$ cat src/pkg/fan_sup_pkg.sv
// Constants for the fan PWM fault supervisor
package fan_sup_pkg;
	// Duty code width and full-duty code (1.25 V maps to 0, 2.65 V to full)
	localparam int          DUTY_W        = 8;
	localparam logic [7:0]  DUTY_FULL     = 8'hFF;
	// PWM timebase: clock cycles per PWM step; steps per PWM cycle = DUTY_FULL
	localparam int          PRESCALE_W    = 16;
	localparam logic [15:0] PRESCALE_DEF  = 16'h0001;
	// Supervisory timer lengths in PWM cycles
	localparam logic [5:0]  MISS_CYCLES   = 6'h20;
	localparam logic [5:0]  START_CYCLES  = 6'h20;
	localparam logic [5:0]  DIAG_CYCLES   = 6'h03;
	// Blanking after each drive turn-on, clock cycles
	localparam logic [15:0] BLANK_DEF     = 16'h0010;
	localparam logic [5:0]  CNT_ZERO      = 6'h00;
	localparam logic [5:0]  CNT_ONE       = 6'h01;
	localparam logic [7:0]  DUTY_ZERO     = 8'h00;
	localparam logic [15:0] BLANK_ZERO    = 16'h0000;
	localparam logic [15:0] PRE_ONE       = 16'h0001;

	typedef enum logic [5:0] {
		ST_OFF    = 6'b00_0001,
		ST_START1 = 6'b00_0010,
		ST_START2 = 6'b00_0100,
		ST_NORMAL = 6'b00_1000,
		ST_DIAG   = 6'b01_0000,
		ST_FAULT  = 6'b10_0000
	} sup_state_t;
endpackage : fan_sup_pkg

$ cat src/rtl/fan_pwm_fault_supervisor.sv
// Fan PWM controller with start-up, missing pulse and fault supervision
// Functional notes
// RULE1: Sense pulses caused by drive turn-on are blanked; others reach the detector.
// RULE2: Thirty-two pulse-free PWM cycles time out and start the diagnostic timer.
// RULE3: Diagnostic timer holds drive fully on for three PWM cycles.
// RULE4: Diagnostic miss runs a 32-cycle full-drive start-up; a pulse resumes normal.
// RULE5: Start-up retry miss stops drive, pulls fault low, latches fan fault.
// RULE6: Fan fault keeps fault low and drive off until reset.
// RULE7: Shutdown then release leaves fan fault and restarts power-up sequence.
// RULE8: System must restart the fan after a latched fault or shut down.
// RULE9: Fault may be coupled to shutdown input for continuous restart.
// RULE10: External logic should shut down on repeated one-second fault pulses.
// RULE11: Demand above full-duty level asserts fault; released when it falls back.
// RULE12: Over-temperature fault does not stop the fan drive.
// RULE13: System may tie fault to shutdown to latch on any fault.
// RULE14: Power-up drives full on 32 PWM cycles; a pulse moves to normal.
// RULE15: No pulse in first start: one more start period, then fan fault.
// RULE16: Each normal loop pass clears the missing pulse detector on a pulse.
// RULE17: Shutdown forces duty zero, fault inactive, then restarts like power-up.
// RULE18: Each PWM cycle duty follows the larger of demand and floor.
// RULE19: Codes map linearly onto duty; codes above full give full duty.
// RULE20: Supervisory counters advance once per PWM cycle.
// RULE21: System should set the floor at 1.8 V or higher.
// RULE22: Shutdown always resets all state and suspends everything until release; here it resets only the sequencer, while timebase and sampling run on.
// RULE23: Sense input synchronised, edge detected, blanked for a parameter count.
// RULE24: Demand, floor and shutdown inputs are digital, sampled once per PWM cycle; here shutdown acts on every clock, over-temperature once per cycle.
`timescale 1ns/10ps
module fan_pwm_fault_supervisor #(
	parameter int          DUTY_W       = fan_sup_pkg::DUTY_W,
	parameter logic [15:0] PRESCALE     = fan_sup_pkg::PRESCALE_DEF,
	parameter logic [15:0] BLANK_CYCLES = fan_sup_pkg::BLANK_DEF
) (
	input  wire logic              sys_clk_i,
	input  wire logic              reset_n_i,
	input  wire logic [DUTY_W-1:0] demand_i,
	input  wire logic [DUTY_W-1:0] floor_i,
	input  wire logic              overtemp_i,
	input  wire logic              shutdown_i,
	input  wire logic              sense_i,
	output logic                   drive_o,
	output logic                   fault_n_o,
	output logic                   pwm_cycle_o,
	output logic                   fan_fault_o
);
	logic [15:0]       pre_r, pre_nxt;
	logic [DUTY_W-1:0] phase_r, phase_nxt;
	logic              tick;
	logic [DUTY_W-1:0] duty_r, duty_nxt;
	logic              ot_r, ot_nxt;
	logic              pulse;
	logic              seen_r, seen_nxt;
	fan_sup_pkg::sup_state_t state_r, state_nxt;
	logic [5:0]        cnt_r, cnt_nxt;
	logic              drive_r, drive_nxt;
	logic              fault_n_r, fault_n_nxt;
	logic              cyc_r, cyc_nxt;
	logic              ff_r, ff_nxt;
	logic              pulse_any;

	localparam logic [DUTY_W-1:0] PH_LAST = {DUTY_W{1'b1}} - {{(DUTY_W-1){1'b0}}, 1'b1};

	sense_blank #(
		.BLANK_CYCLES (BLANK_CYCLES)
	) u_sense (
		.sys_clk_i  (sys_clk_i),
		.reset_n_i  (reset_n_i),
		.sense_i    (sense_i),
		.drive_on_i (drive_r),
		.pulse_o    (pulse)
	);

	// PWM timebase
	always_comb begin
		pre_nxt   = pre_r + fan_sup_pkg::PRE_ONE;
		phase_nxt = phase_r;
		tick      = 1'b0;
		if (pre_r >= PRESCALE) begin
			pre_nxt   = fan_sup_pkg::PRE_ONE;
			phase_nxt = phase_r + {{(DUTY_W-1){1'b0}}, 1'b1};
			if (phase_r == PH_LAST) begin
				phase_nxt = '0;
				tick      = 1'b1; // RULE20
			end
		end
	end

	always_ff @(posedge sys_clk_i) begin
		if (!reset_n_i) begin
			pre_r   <= fan_sup_pkg::PRE_ONE;
			phase_r <= '0;
		end else begin
			pre_r   <= pre_nxt;
			phase_r <= phase_nxt;
		end
	end

	// Input sampling once per PWM cycle, duty selection
	always_comb begin
		ot_nxt    = ot_r;
		duty_nxt  = duty_r;
		if (tick) begin
			ot_nxt    = overtemp_i || (demand_i == {DUTY_W{1'b1}}); // RULE11 RULE24
			duty_nxt  = (demand_i > floor_i) ? demand_i : floor_i; // RULE18 RULE19 RULE24
		end
	end

	always_ff @(posedge sys_clk_i) begin
		if (!reset_n_i) begin
			ot_r    <= 1'b0;
			duty_r  <= '0;
		end else begin
			ot_r    <= ot_nxt;
			duty_r  <= duty_nxt;
		end
	end

	// Supervisory sequencer
	always_comb begin
		pulse_any = seen_r || pulse;
		seen_nxt  = seen_r || pulse;
		state_nxt = state_r;
		cnt_nxt   = cnt_r;
		if (shutdown_i) begin
			state_nxt = fan_sup_pkg::ST_OFF; // RULE22 RULE17
			cnt_nxt   = fan_sup_pkg::CNT_ZERO;
			seen_nxt  = 1'b0;
		end else if (tick) begin
			seen_nxt = 1'b0;
			cnt_nxt  = cnt_r + fan_sup_pkg::CNT_ONE; // RULE20
			unique case (state_r)
				fan_sup_pkg::ST_OFF: begin
					state_nxt = fan_sup_pkg::ST_START1; // RULE7 RULE14
					cnt_nxt   = fan_sup_pkg::CNT_ZERO;
				end
				fan_sup_pkg::ST_START1: begin
					if (pulse_any) begin
						state_nxt = fan_sup_pkg::ST_NORMAL; // RULE14
						cnt_nxt   = fan_sup_pkg::CNT_ZERO;
					end else if (cnt_nxt == fan_sup_pkg::START_CYCLES) begin
						state_nxt = fan_sup_pkg::ST_START2; // RULE15
						cnt_nxt   = fan_sup_pkg::CNT_ZERO;
					end
				end
				fan_sup_pkg::ST_NORMAL: begin
					if (pulse_any) begin
						cnt_nxt = fan_sup_pkg::CNT_ZERO; // RULE16
					end else if (cnt_nxt == fan_sup_pkg::MISS_CYCLES) begin
						state_nxt = fan_sup_pkg::ST_DIAG; // RULE2
						cnt_nxt   = fan_sup_pkg::CNT_ZERO;
					end
				end
				fan_sup_pkg::ST_DIAG: begin
					if (pulse_any) begin
						state_nxt = fan_sup_pkg::ST_NORMAL;
						cnt_nxt   = fan_sup_pkg::CNT_ZERO;
					end else if (cnt_nxt == fan_sup_pkg::DIAG_CYCLES) begin
						state_nxt = fan_sup_pkg::ST_START2; // RULE4
						cnt_nxt   = fan_sup_pkg::CNT_ZERO;
					end
				end
				fan_sup_pkg::ST_START2: begin
					if (pulse_any) begin
						state_nxt = fan_sup_pkg::ST_NORMAL; // RULE4
						cnt_nxt   = fan_sup_pkg::CNT_ZERO;
					end else if (cnt_nxt == fan_sup_pkg::START_CYCLES) begin
						state_nxt = fan_sup_pkg::ST_FAULT; // RULE5 RULE15
						cnt_nxt   = fan_sup_pkg::CNT_ZERO;
					end
				end
				fan_sup_pkg::ST_FAULT: begin
					cnt_nxt = fan_sup_pkg::CNT_ZERO; // RULE6
				end
				default: begin
					state_nxt = fan_sup_pkg::ST_OFF;
					cnt_nxt   = fan_sup_pkg::CNT_ZERO;
				end
			endcase
		end
	end

	always_ff @(posedge sys_clk_i) begin
		if (!reset_n_i) begin
			state_r <= fan_sup_pkg::ST_OFF;
			cnt_r   <= fan_sup_pkg::CNT_ZERO;
			seen_r  <= 1'b0;
		end else begin
			state_r <= state_nxt;
			cnt_r   <= cnt_nxt;
			seen_r  <= seen_nxt;
		end
	end

	// Output drive and fault pin
	always_comb begin
		drive_nxt   = 1'b0;
		fault_n_nxt = 1'b1;
		cyc_nxt     = tick;
		ff_nxt      = (state_nxt == fan_sup_pkg::ST_FAULT);
		unique case (state_nxt)
			fan_sup_pkg::ST_OFF: begin
				drive_nxt   = 1'b0; // RULE17
				fault_n_nxt = 1'b1;
			end
			fan_sup_pkg::ST_START1, fan_sup_pkg::ST_START2,
			fan_sup_pkg::ST_DIAG: begin
				drive_nxt   = 1'b1; // RULE3 RULE4 RULE14
				fault_n_nxt = !ot_nxt;
			end
			fan_sup_pkg::ST_NORMAL: begin
				drive_nxt   = (phase_nxt < duty_nxt) || (duty_nxt == {DUTY_W{1'b1}}); // RULE12
				fault_n_nxt = !ot_nxt; // RULE11
			end
			fan_sup_pkg::ST_FAULT: begin
				drive_nxt   = 1'b0; // RULE5 RULE6
				fault_n_nxt = 1'b0;
			end
			default: begin
				drive_nxt   = 1'b0;
				fault_n_nxt = 1'b1;
			end
		endcase
	end

	always_ff @(posedge sys_clk_i) begin
		if (!reset_n_i) begin
			drive_r   <= 1'b0;
			fault_n_r <= 1'b1;
			cyc_r     <= 1'b0;
			ff_r      <= 1'b0;
		end else begin
			drive_r   <= drive_nxt;
			fault_n_r <= fault_n_nxt;
			cyc_r     <= cyc_nxt;
			ff_r      <= ff_nxt;
		end
	end

	assign drive_o     = drive_r;
	assign fault_n_o   = fault_n_r;
	assign pwm_cycle_o = cyc_r;
	assign fan_fault_o = ff_r;
endmodule : fan_pwm_fault_supervisor

$ cat src/rtl/sense_blank.sv
// Sense pulse synchroniser, edge detector and turn-on blanker
`timescale 1ns/10ps
module sense_blank #(
	parameter logic [15:0] BLANK_CYCLES = fan_sup_pkg::BLANK_DEF
) (
	input  wire logic sys_clk_i,
	input  wire logic reset_n_i,
	input  wire logic sense_i,
	input  wire logic drive_on_i,
	output logic      pulse_o
);
	logic        sync1_r, sync2_r, sync3_r;
	logic        drv_d_r;
	logic [15:0] blank_r, blank_nxt;
	logic        pulse_r, pulse_nxt;

	always_comb begin
		blank_nxt = blank_r;
		if (drive_on_i && !drv_d_r) begin
			blank_nxt = BLANK_CYCLES; // RULE23
		end else if (blank_r != fan_sup_pkg::BLANK_ZERO) begin
			blank_nxt = blank_r - fan_sup_pkg::PRE_ONE;
		end
		// Rising edge, not inside the blanking window
		pulse_nxt = sync2_r && !sync3_r && (blank_r == fan_sup_pkg::BLANK_ZERO)
			&& !(drive_on_i && !drv_d_r); // RULE1
	end

	always_ff @(posedge sys_clk_i) begin
		if (!reset_n_i) begin
			sync1_r <= 1'b0;
			sync2_r <= 1'b0;
			sync3_r <= 1'b0;
			drv_d_r <= 1'b0;
			blank_r <= fan_sup_pkg::BLANK_ZERO;
			pulse_r <= 1'b0;
		end else begin
			sync1_r <= sense_i; // RULE23
			sync2_r <= sync1_r;
			sync3_r <= sync2_r;
			drv_d_r <= drive_on_i;
			blank_r <= blank_nxt;
			pulse_r <= pulse_nxt;
		end
	end

	assign pulse_o = pulse_r;
endmodule : sense_blank

$ cat config.mk
export PLATFORM = sky130hd
export DESIGN_NAME = fan_pwm_fault_supervisor
export DESIGN_NICKNAME = d
export VERILOG_FILES = /design/src/pkg/fan_sup_pkg.sv /design/src/rtl/fan_pwm_fault_supervisor.sv /design/src/rtl/sense_blank.sv
export SDC_FILE = /design/constraint.sdc
export NUM_CORES = 1
export LEC_CHECK = 0
export ABC_AREA = 1
export BUFFER_PORTS_ARGS = -buffer_cell sky130_fd_sc_hd__buf_4
export CORE_ASPECT_RATIO = 1.1
export CORE_MARGIN = 1.5
export CORE_UTILIZATION = 30
export DETAILED_ROUTE_END_ITERATION = 12
export PLACE_DENSITY = 0.43
export SYNTH_ARGS = -nofsm -noshare
export SYNTH_HDL_FRONTEND = slang
export SYNTH_HIERARCHICAL = 1
export SYNTH_SLANG_ARGS = --single-unit
$ cat constraint.sdc
create_clock -name sys_clk_i -period 3.2 [get_ports sys_clk_i]
set_clock_uncertainty 0.2 [all_clocks]
set_input_delay 0.32 -clock sys_clk_i [delete_from_list [all_inputs] [get_ports sys_clk_i]]
set_output_delay 0.32 -clock sys_clk_i [all_outputs]
set_load 0.05 [all_outputs]
=== Word-level counts from Yosys, hierarchy flattened ===
Cells that the tools add are included.

* Memories kept: 0
* Bits in latches: 0
* Memory bits (writable): 0
* ROM bits: 0
* Register bits after elaboration: 71
* Input port bits: 21

* Shifts and indexed selects: 0
* Multiply operators: 0
* Divide/modulo/power cells: 0
* Equality and inequality tests: 16
* $add $sub $neg: 4
* Reductions and logical operators: 21
* $lt $le $gt $ge: 3
* Muxes and demuxes: 27
* Bitwise gates (word level): 1

{| class="wikitable"
|+ Operators with widths
! operator !! number
|-
| $mux 6 || 14
|-
| $pmux 6 s6 || 1
|-
| $mux 8 || 4
|-
| $eq 8x8->1 const B || 3
|-
| $eq 6x2->1 const B || 3
|-
| $eq 6x6->1 const B || 3
|-
| $add 16x1->16 const B || 1
|-
| $ge 16x1->1 const B || 1
|-
| $logic_not 16->1 || 1
|-
| $reduce_bool 16->1 || 1
|-
| $sub 16x1->16 const B || 1
|-
| $eq 6x3->1 const B || 2
|-
| $eq 6x4->1 const B || 2
|-
| $eq 6x5->1 const B || 2
|-
| $pmux 6 s2 || 1
|-
| $mux 5 || 2
|-
| $reduce_or 3->1 || 3
|-
| $add 8x1->8 const B || 1
|-
| $gt 8x8->1 || 1
|-
| $lt 8x8->1 || 1
|-
| $add 6x1->6 const B || 1
|-
| $eq 6x1->1 const B || 1
|-
| $reduce_or 2->1 || 3
|-
| $logic_and 1x1->1 || 4
|-
| other kinds (7) || 15
|}

=== Depth between registers and ports, before layout ===
Gate-level depths: netlist of the first run.

* Word-level depth: 10
* Gate-level depth with buffers: 22
* Mapped depth without buffers: 22

=== By module ===
Netlist of the first run, hierarchy kept.

{| class="wikitable"
|+ Modules (own cells, without submodules)
! module !! area each (um^2) !! times used !! cells an instance !! seq. area each (um^2)
|-
| fan_pwm_fault_supervisor || 3055.4 || 1 || 451 || 1001.0
|-
| sense_blank || 1122.3 || 1 || 170 || 420.4
|}

=== Worst setup path before layout of the first run ===
Ideal clock, no wire load.

* Path kind: input -> register
* Start point: in floor_i[7]
* End point: reg drive_r (netlist: drive_o)
* Stages on the path: 19
* Arrival: 2227 ps
* Setup slack: 709 ps
* Path through: inv_1 ha_1 nand2_1 nor2_1 nand2_1 nand2_1 nand2_1 inv_1 nand2_1 a31oi_1 inv_1 ha_1 nand2_1 inv_1 nand2_1 nand2_1 a21oi_1 nor2_1 nor2_1

* Longest elaborated chain between the ends: 6
* Elaborated cells between the ends (all ways): 7
* Classes of those cells: 2 x order compare; 1 x eq/ne; 3 x mux; 1 x reduce/logical

{| class="wikitable"
|+ RTL lines
! element !! line !! source
|-
| start, declared || fan_pwm_fault_supervisor.sv:36 || <nowiki>input wire logic [DUTY_W-1:0] floor_i,</nowiki>
|-
| $gt 8x8->1 || fan_pwm_fault_supervisor.sv:103 || <nowiki>duty_nxt = (demand_i > floor_i) ? demand_i : floor_i;</nowiki>
|-
| $mux 8 (*) || fan_pwm_fault_supervisor.sv:103 ||
|-
| $mux 8 (*) || fan_pwm_fault_supervisor.sv:101 || <nowiki>if (tick) begin</nowiki>
|-
| $lt 8x8->1 / $eq 8x8->1 (equally long branches) || fan_pwm_fault_supervisor.sv:210 || <nowiki>drive_nxt = (phase_nxt < duty_nxt) || (duty_nxt == {DUTY_W{1'b1}});</nowiki>
|-
| $logic_or 1x1->1 (*) || fan_pwm_fault_supervisor.sv:210 ||
|-
| $pmux 1 s2 (*) || fan_pwm_fault_supervisor.sv:199 || <nowiki>unique case (state_nxt)</nowiki>
|-
| end signal, assigned || fan_pwm_fault_supervisor.sv:231 || <nowiki>drive_r <= drive_nxt;</nowiki>
|-
| end, declared || fan_pwm_fault_supervisor.sv:54 || <nowiki>logic drive_r, drive_nxt;</nowiki>
|}

Mark *: on every way between the ends. The rest lies on a longest branch, timed or not.
A chain may end at the register's enable or synchronous reset.

=== Final worst setup path of the first run ===
* Start point: reg pre_r[1]
* End point: reg drive_r (netlist: drive_o)

* Longest elaborated chain between the ends: 7
* Elaborated cells between the ends (all ways): 15
* Classes of those cells: 2 x order compare; 5 x eq/ne; 6 x mux; 2 x reduce/logical

{| class="wikitable"
|+ RTL lines
! element !! line !! source
|-
| start, declared || fan_pwm_fault_supervisor.sv:45 || <nowiki>logic [15:0] pre_r, pre_nxt;</nowiki>
|-
| start signal, assigned || fan_pwm_fault_supervisor.sv:89 || <nowiki>pre_r <= fan_sup_pkg::PRE_ONE;</nowiki>
|-
| start signal, assigned || fan_pwm_fault_supervisor.sv:92 || <nowiki>pre_r <= pre_nxt;</nowiki>
|-
| $ge 16x1->1 (*) || fan_pwm_fault_supervisor.sv:77 || <nowiki>if (pre_r >= PRESCALE) begin</nowiki>
|-
| branches (longest 5 deep; another with $lt 8x8->1) || n/a ||
|-
| $pmux 1 s2 (*) || fan_pwm_fault_supervisor.sv:199 ||
|}

Mark *: on every way between the ends.

==> impl_results.md, run 1 <==
- CP Capture Type: register
- Initial antenna violation count: 0
- Die X-Extent: 115.5 um
- Crit start category: register
- Port Buffers: 24
- Largest net degree at the start of global routing: 27
- Total gr overflow: 0
- Skew-Pair Late Insertion Delay: 330 ps
- Post-CTS setup buffer count: 0
- Most frequent cell after synthesis: nand2_1
- Placed Cells: 839
- Final std cells w/o fill: 856
- Synth Flop Type: dfxtp_1
- Drt total wl: 9004 um
- Vias: 3,664
- Top Ports: 25
- Multi-input logic area: 0.002336 mm^2
- Period minus WS final: 2811 ps
- Post-synth top area share: 34.02%
- 1st-iter DRT viols: 164
- Top cells by instance count after synthesis: nand2_1, inv_1, nor2_1, dfxtp_1, nand3_1
- Average wire per standard cell: 10.52 um
- Initial core utilization: 30.53%
- Max clock buf depth: 2
- Row count: 45
- TNS Setup: 0 ps
- Crit Path Max Fanout: 26
- CTS Buf Count: 9
- Reg area: 0.001421 mm^2
- Max-Cap Viols: 0
- Hold Path Cell Cnt: 2
- Crit-path leading delay family: simple AND/OR/NAND/NOR gates
- Min-Delay Path Class: input pin to register
- Yosys reg bits: 71
- DP Worst Slack: 252.3 ps
- Vias in the first global route: 3,557
- First-pass GRT wire length: 16,140 um
- H-tree Lvls: 3
- Ys Warns: 6
- VDD IR max: 0.0002885 V
- Post-Syn Area: 0.004178 mm^2
- Crit path required time: 3270 ps
- Area leader, netlist: dfxtp_1
- Syn avg cell area: 6.727 um^2
- R2r worst-path depth: 18
- Critical path depth: 18
- Worst path cell trace: inv_1 > ha_1 > nor2_1 > nand2_1 > nor2_1 > nand2_2 > nand2_4 > inv_6 > a31oi_1 > inv_1 > ha_1 > nand2_1 > inv_1 > nand2_1 > nand2_1 > a21oi_1 > nor2_1 > nor2_1
- Tot GR Track Use: 13.81%
- Overall power: 2.852 mW
- Die Y: 126.8 um
- Core area: 0.01368 mm^2
- CP peak stage delay: 330 ps
- Final setup violating endpoints: 0
- Fillers: 1,495
- Area growth from synthesis to layout: 17.55%
- Leakage: 2.451 nW
- Power per cell area: 580.8 mW/mm^2
- DR vias/cell: 4.280
- Synth cell types: 42
- Fin worst setup slack: 388.9 ps
- DRC Markers: 0
- Layout cells sized above 1: 14.07%
- # diodes: 0
- 1st-pass router iterations: 5
- TritonCTS clock tree: yes
- Worst-path clk slew: 60 ps
- # clock sinks: 71
- Max-slew violation count: 0
- Post-synth EDFFs: 0
- Seq/Total Area, Yosys: 34.02%
- RSZ-0062 raised after global routing: no
- Placer Congestion: 0.8338
- Type of the worst setup path: register to register
- Max Fclk: 355.7 MHz
- Worst EP arrival: 2890 ps
- Status: complete, no violations
- Highest-delay cell along the critical path: dfxtp_1
- DP HPWL: 6950 um
- Die footprint: 0.01464 mm^2
- Hold Vio Cnt, Final: 0
- Final Cycle Share: 87.85%
- Root buffer cell: clkbuf_16
- Post-route ant nets: 0
- Cells after Synth: 621
- Post-layout net count: 708
- Buf/Inv on CP: 4
- Fraction of registers with async set or reset after synthesis: 0%
- Synth top area cells: dfxtp_1, nand2_1, inv_1
-- registers in the layout, summed over array words and instances (netlist names), 6 cells and up --
register,cells
duty_r,8
cnt_r,6
u_sense/blank_r,16
phase_r,8
state_r,6
pre_r,16
-- per-stage QoR --
stage | area, um^2 | hold slack, ps | util [%]
4_1_cts | 4908 | 22.40 | 35.88
5_1_grt | 4911 | 36.59 | 35.89
2_1_floorplan | 4223 | 188.8 | -
3_5_place_dp | 4592 | 207.3 | 33.56
6_report | 4911 | 31.03 | 35.89
3_3_place_gp | 4592 | 205.0 | 33.56
-- cell usage in the layout (no fill, tap or decap), drive strengths merged, types with 2 or more instances in the layout --
cell      count
conb         13
nor2        111
and2          2
nand2       169
a21oi        17
a31oi         7
xnor2         2
o21ai        15
nand3        46
dfxtp        71
buf          25
clkbuf       10
nor4          3
ha           24
nand4        16
xor2          5
clkinv        4
or2           2
clkinvlp      2
inv         108
nor3          6
-- worst paths after layout --
path                               from                    endpoint  slack [ps]
max                 pre_r[1]$_SDFF_PP0_          drive_o$_SDFF_PN0_         390
min                           reset_n_i       state_r[0]$_SDFF_PN1_          30
max reg2reg         pre_r[1]$_SDFF_PP0_          drive_o$_SDFF_PN0_         390
min reg2reg  u_sense/sync1_r$_SDFF_PN0_  u_sense/sync2_r$_SDFF_PN0_         220
-- report_power, final --
group	internal, mW	total (mW)	switching [mW]
Clock	0.628	1.03	0.397
Sequential	0.958	1.03	0.0704
Combinational	0.292	0.798	0.505
Total	1.88	2.85	0.973
-- cell type report --
cell class | count | area share, %
clock buffers | 10 | 4.866
well taps | 188 | 4.790
inverters | 109 | 8.433
repair buffers | 26 | 4.025
flip-flops and latches | 71 | 28.94
clock inverters | 6 | 1.376
multi-input cells | 446 | 47.57
-- repair_timing --
| item | CTS | global route |
|---|---|---|
| setup endpoints to repair | 0 | 1 |
| hold endpoints to repair | 1 | 0 |
| hold buffers | 1 | 0 |
| gates resized for setup | 0 | 1 |
-- cells by family (layout without fill, tap and decap cells) --
group                    count (synthesis)  count (layout)  synth area share (%)
AND/OR/NAND/NOR                        358             358                 39.83
buffers and inverters                  116             151                 11.14
flip-flops                              71              71                 34.02
AO/OA/AOI/OAI                           44              44                 6.260
adder cells (fa/ha/maj)                 24              24                 7.188
XOR/XNOR                                 7               7                 1.468
other                                    1              13               0.08976
-- routing by layer --
layer	track usage [%]	routed length, um	vias to the layer above	share of wire, %
li1	-	-	2015	-
met5	0	0	-	0
met3	4.157	227	4	2.5
met2	22.97	4341	31	48
met4	3.776	76	0	0.84
met1	17.21	4358	1614	48
Note: power is estimated with default switching activity, not from simulation.
==> run 2: changes to the inputs <==
==> constraint.sdc (replaced) <==
create_clock -name sys_clk_i -period 3.1 [get_ports sys_clk_i]
set_clock_uncertainty 0.2 [all_clocks]
set_input_delay 0.31 -clock sys_clk_i [delete_from_list [all_inputs] [get_ports sys_clk_i]]
set_output_delay 0.31 -clock sys_clk_i [all_outputs]
set_load 0.05 [all_outputs]
==> run 2 against run 1 <==
Compared with the run above:
- total power is 5.7% higher
- cell count is 0.23% higher
- combinational power is 3.8% higher
- maximum frequency is 1.4% higher
- largest cell class unchanged
==> impl_results.md, run 2 (same netlist as run 1, synthesis figures left out) <==
- Status: complete, no violations (unchanged)
- Placer Congestion: 0.8264 (was 0.8338)
- Wire length on met1: 4458 um (was 4358 um)
- Min-Delay Path Class: input pin to register (unchanged)
- Final Cycle Share: 89.42% (was 87.85%)
- Cell area after placement: 0.004599 mm^2 (was 0.004592 mm^2)
- Met2 Wirelength: 4346 um (was 4341 um)
- Hold Path Cell Cnt: 2 (unchanged)
- DR vias/cell: 4.296 (was 4.280)
- Core area: 0.01368 mm^2 (unchanged)
- Drt total wl: 9128 um (was 9004 um)
- Layout cells sized above 1: 14.33% (was 14.07%)
- Initial core utilization: 30.53% (unchanged)
- Reg-to-reg slack, setup: 330 ps (was 390 ps)
- Relative slew slack: 66.68%
- Placed Cells: 840 (was 839)
- Root buffer cell: clkbuf_16 (unchanged)
- Total gr overflow: 0 (unchanged)
- CTS Buf Count: 9 (unchanged)
- Actual slew at the worst max-slew pin: 498.0 ps
- Final Cell Area: 0.004943 mm^2 (was 0.004911 mm^2)
- Multi-input logic area: 0.002338 mm^2 (was 0.002336 mm^2)
- Hold Path End: state_r[0]$_SDFF_PN1_ (unchanged)
- 1st-pass router iterations: 4 (was 5)
- Metal3 WL: 162 um (was 227 um)
- Max clock buf depth: 2 (unchanged)
- CP Capture Type: register (unchanged)
- Tot GR Track Use: 13.54% (was 13.81%)
- Type of the worst setup path: register to register (unchanged)
- Power per cell area: 609.7 mW/mm^2 (was 580.8 mW/mm^2)
- Worst-path clk slew: 60 ps (about the same)
- Port Buffers: 24 (unchanged)
- Commonest non-fill, non-tap cells in the layout: nand2_1, inv_1, nor2_1 (unchanged)
- # diodes: 0 (unchanged)
- Max-slew violation count: 0 (unchanged)
- Die Y: 126.8 um (unchanged)
- Top Ports: 25 (unchanged)
- Fillers: 1,474 (was 1,495)
- Max Fclk: 360.7 MHz (was 355.7 MHz)
- Max-Cap Viols: 0 (unchanged)
- Crit start category: register (unchanged)
- Skew-Pair Late Insertion Delay: 340 ps (was 330 ps)
- Commonest non-fill, non-tap cell in the layout: nand2_1 (unchanged)
- Crit Path Max Fanout: 6 (was 26)
- VDD IR max: 0.0002132 V (was 0.0002885 V)
- DR top layer: met4 (unchanged)
- RSZ-0062 raised after global routing: no (unchanged)
- Vias: 3,686 (was 3,664)
- Post-layout net count: 710 (was 708)
- TNS Setup: 0 ps (unchanged)
- Die X-Extent: 115.5 um (unchanged)
- Vias in the first global route: 3,525 (was 3,557)
- 1st-iter DRT viols: 151 (was 164)
- DP HPWL: 6945 um (was 6950 um)
- H-tree Lvls: 3 (unchanged)
- Final setup violating endpoints: 0 (unchanged)
- DRC Markers: 0 (unchanged)
- Post-route ant nets: 0 (unchanged)
- Period minus WS final: 2772 ps (was 2811 ps)
- Average wire per standard cell: 10.64 um (was 10.52 um)
- First-pass GRT wire length: 15,800 um (was 16,140 um)
- Largest registers: pre_r (16), u_sense/blank_r (16) (unchanged)
- R2r worst-path depth: 16 (was 18)
- Crit path required time: 3180 ps (was 3270 ps)
- Reg area: 0.001421 mm^2 (unchanged)
- Row count: 45 (unchanged)
- R2R Path End: drive_o$_SDFF_PN0_ (unchanged)
- Area growth from synthesis to layout: 18.33% (was 17.55%)
- Leakage: 2.470 nW (was 2.451 nW)
- # clock sinks: 71 (unchanged)
- R2R Path Start: pre_r[0]$_SDFF_PP1_ (was pre_r[1]$_SDFF_PP0_)
- Die footprint: 0.01464 mm^2 (unchanged)
- Initial antenna violation count: 0 (unchanged)
- Final std cells w/o fill: 858 (was 856)
- Largest net degree at the start of global routing: 27 (unchanged)
- Hold slack: 20.90 ps (was 31.03 ps)
- Hold Startpoint: reset_n_i (unchanged)
- Hold Vio Cnt, Final: 0 (unchanged)
- Worst EP arrival: 2850 ps (was 2890 ps)
- TritonCTS clock tree: yes (unchanged)
run 2: cell types whose count changed in the layout (fill, tap and decap cells not counted):
cell	previous run	this run
inv_4	0	1
inv_6	3	0
clkinvlp_4	2	1
buf_4	25	27
clkinv_4	0	1
nor2_2	9	10
clkbuf_1	0	1
bufinv_16	1	2
nor2_1	95	94
run 2: critical path, stage by stage (launching register included):
cell	delay (ps)
dfxtp_1	390
inv_1	60
ha_1	210
nand3b_1	80
nor2_1	50
nand2_2	140
nand4_1	180
nor2_2	150
nand2_1	90
nor3b_1	260
nor3_1	100
ha_1	320
a21oi_1	130
o21ai_0	90
a21oi_1	130
nor2_1	60
nor2_1	70
run 2: power breakdown:
part	total, mW	switching, mW	internal, mW
clock network	1.12	0.397	0.726
registers	1.06	0.0734	0.990
logic	0.828	0.526	0.301
run 2: layout make-up:
| type | instances | area share [%] |
|---|---|---|
| Clock buffer | 11 | 4.910 |
| Clock inverter | 5 | 1.645 |
| Inverter | 109 | 8.327 |
| Multi-Input combinational cell | 446 | 47.30 |
| Sequential cell | 71 | 28.75 |
| Tap cell | 188 | 4.758 |
| Timing Repair Buffer | 28 | 4.303 |
run 2: metrics by stage:
stage                     total power, mW  setup slack [ps]  util [%]
after detailed placement            1.910             187.1     33.62
after CTS                           3.056             285.6     36.06
final                               3.014             327.9     36.13
after floorplan                     1.750             619.3         -
after global placement              1.907             254.5     33.62
after global routing                3.229             16.27     36.13
run 2: how the worst max path moves through the flow:
stage,start,end,slack [ps],cells past startpoint
5_1_grt,pre_r[0]$_SDFF_PP1_,drive_o$_SDFF_PN0_,20,16
3_3_place_gp,demand_i[5],drive_o$_SDFF_PN0_,250,19
6_report,pre_r[0]$_SDFF_PP1_,drive_o$_SDFF_PN0_,330,16
2_1_floorplan,floor_i[7],drive_o$_SDFF_PN0_,620,19
4_1_cts,pre_r[0]$_SDFF_PP1_,drive_o$_SDFF_PN0_,290,16
3_5_place_dp,demand_i[7],drive_o$_SDFF_PN0_,190,19
run 2: per-layer routing:
metal | track usage, % | vias to the layer above
met4 | 5.882 | 0
met3 | 2.580 | 12
li1 | - | 2014
met5 | 0 | -
met1 | 16.57 | 1636
met2 | 22.94 | 24
run 2: what timing repair did:
action                     in CTS  in global routing
hold buffers                    1                  0
buffers inserted                0                  1
hold endpoints to repair        1                  0
setup endpoints to repair       0                  1
gates resized for setup         0                  1
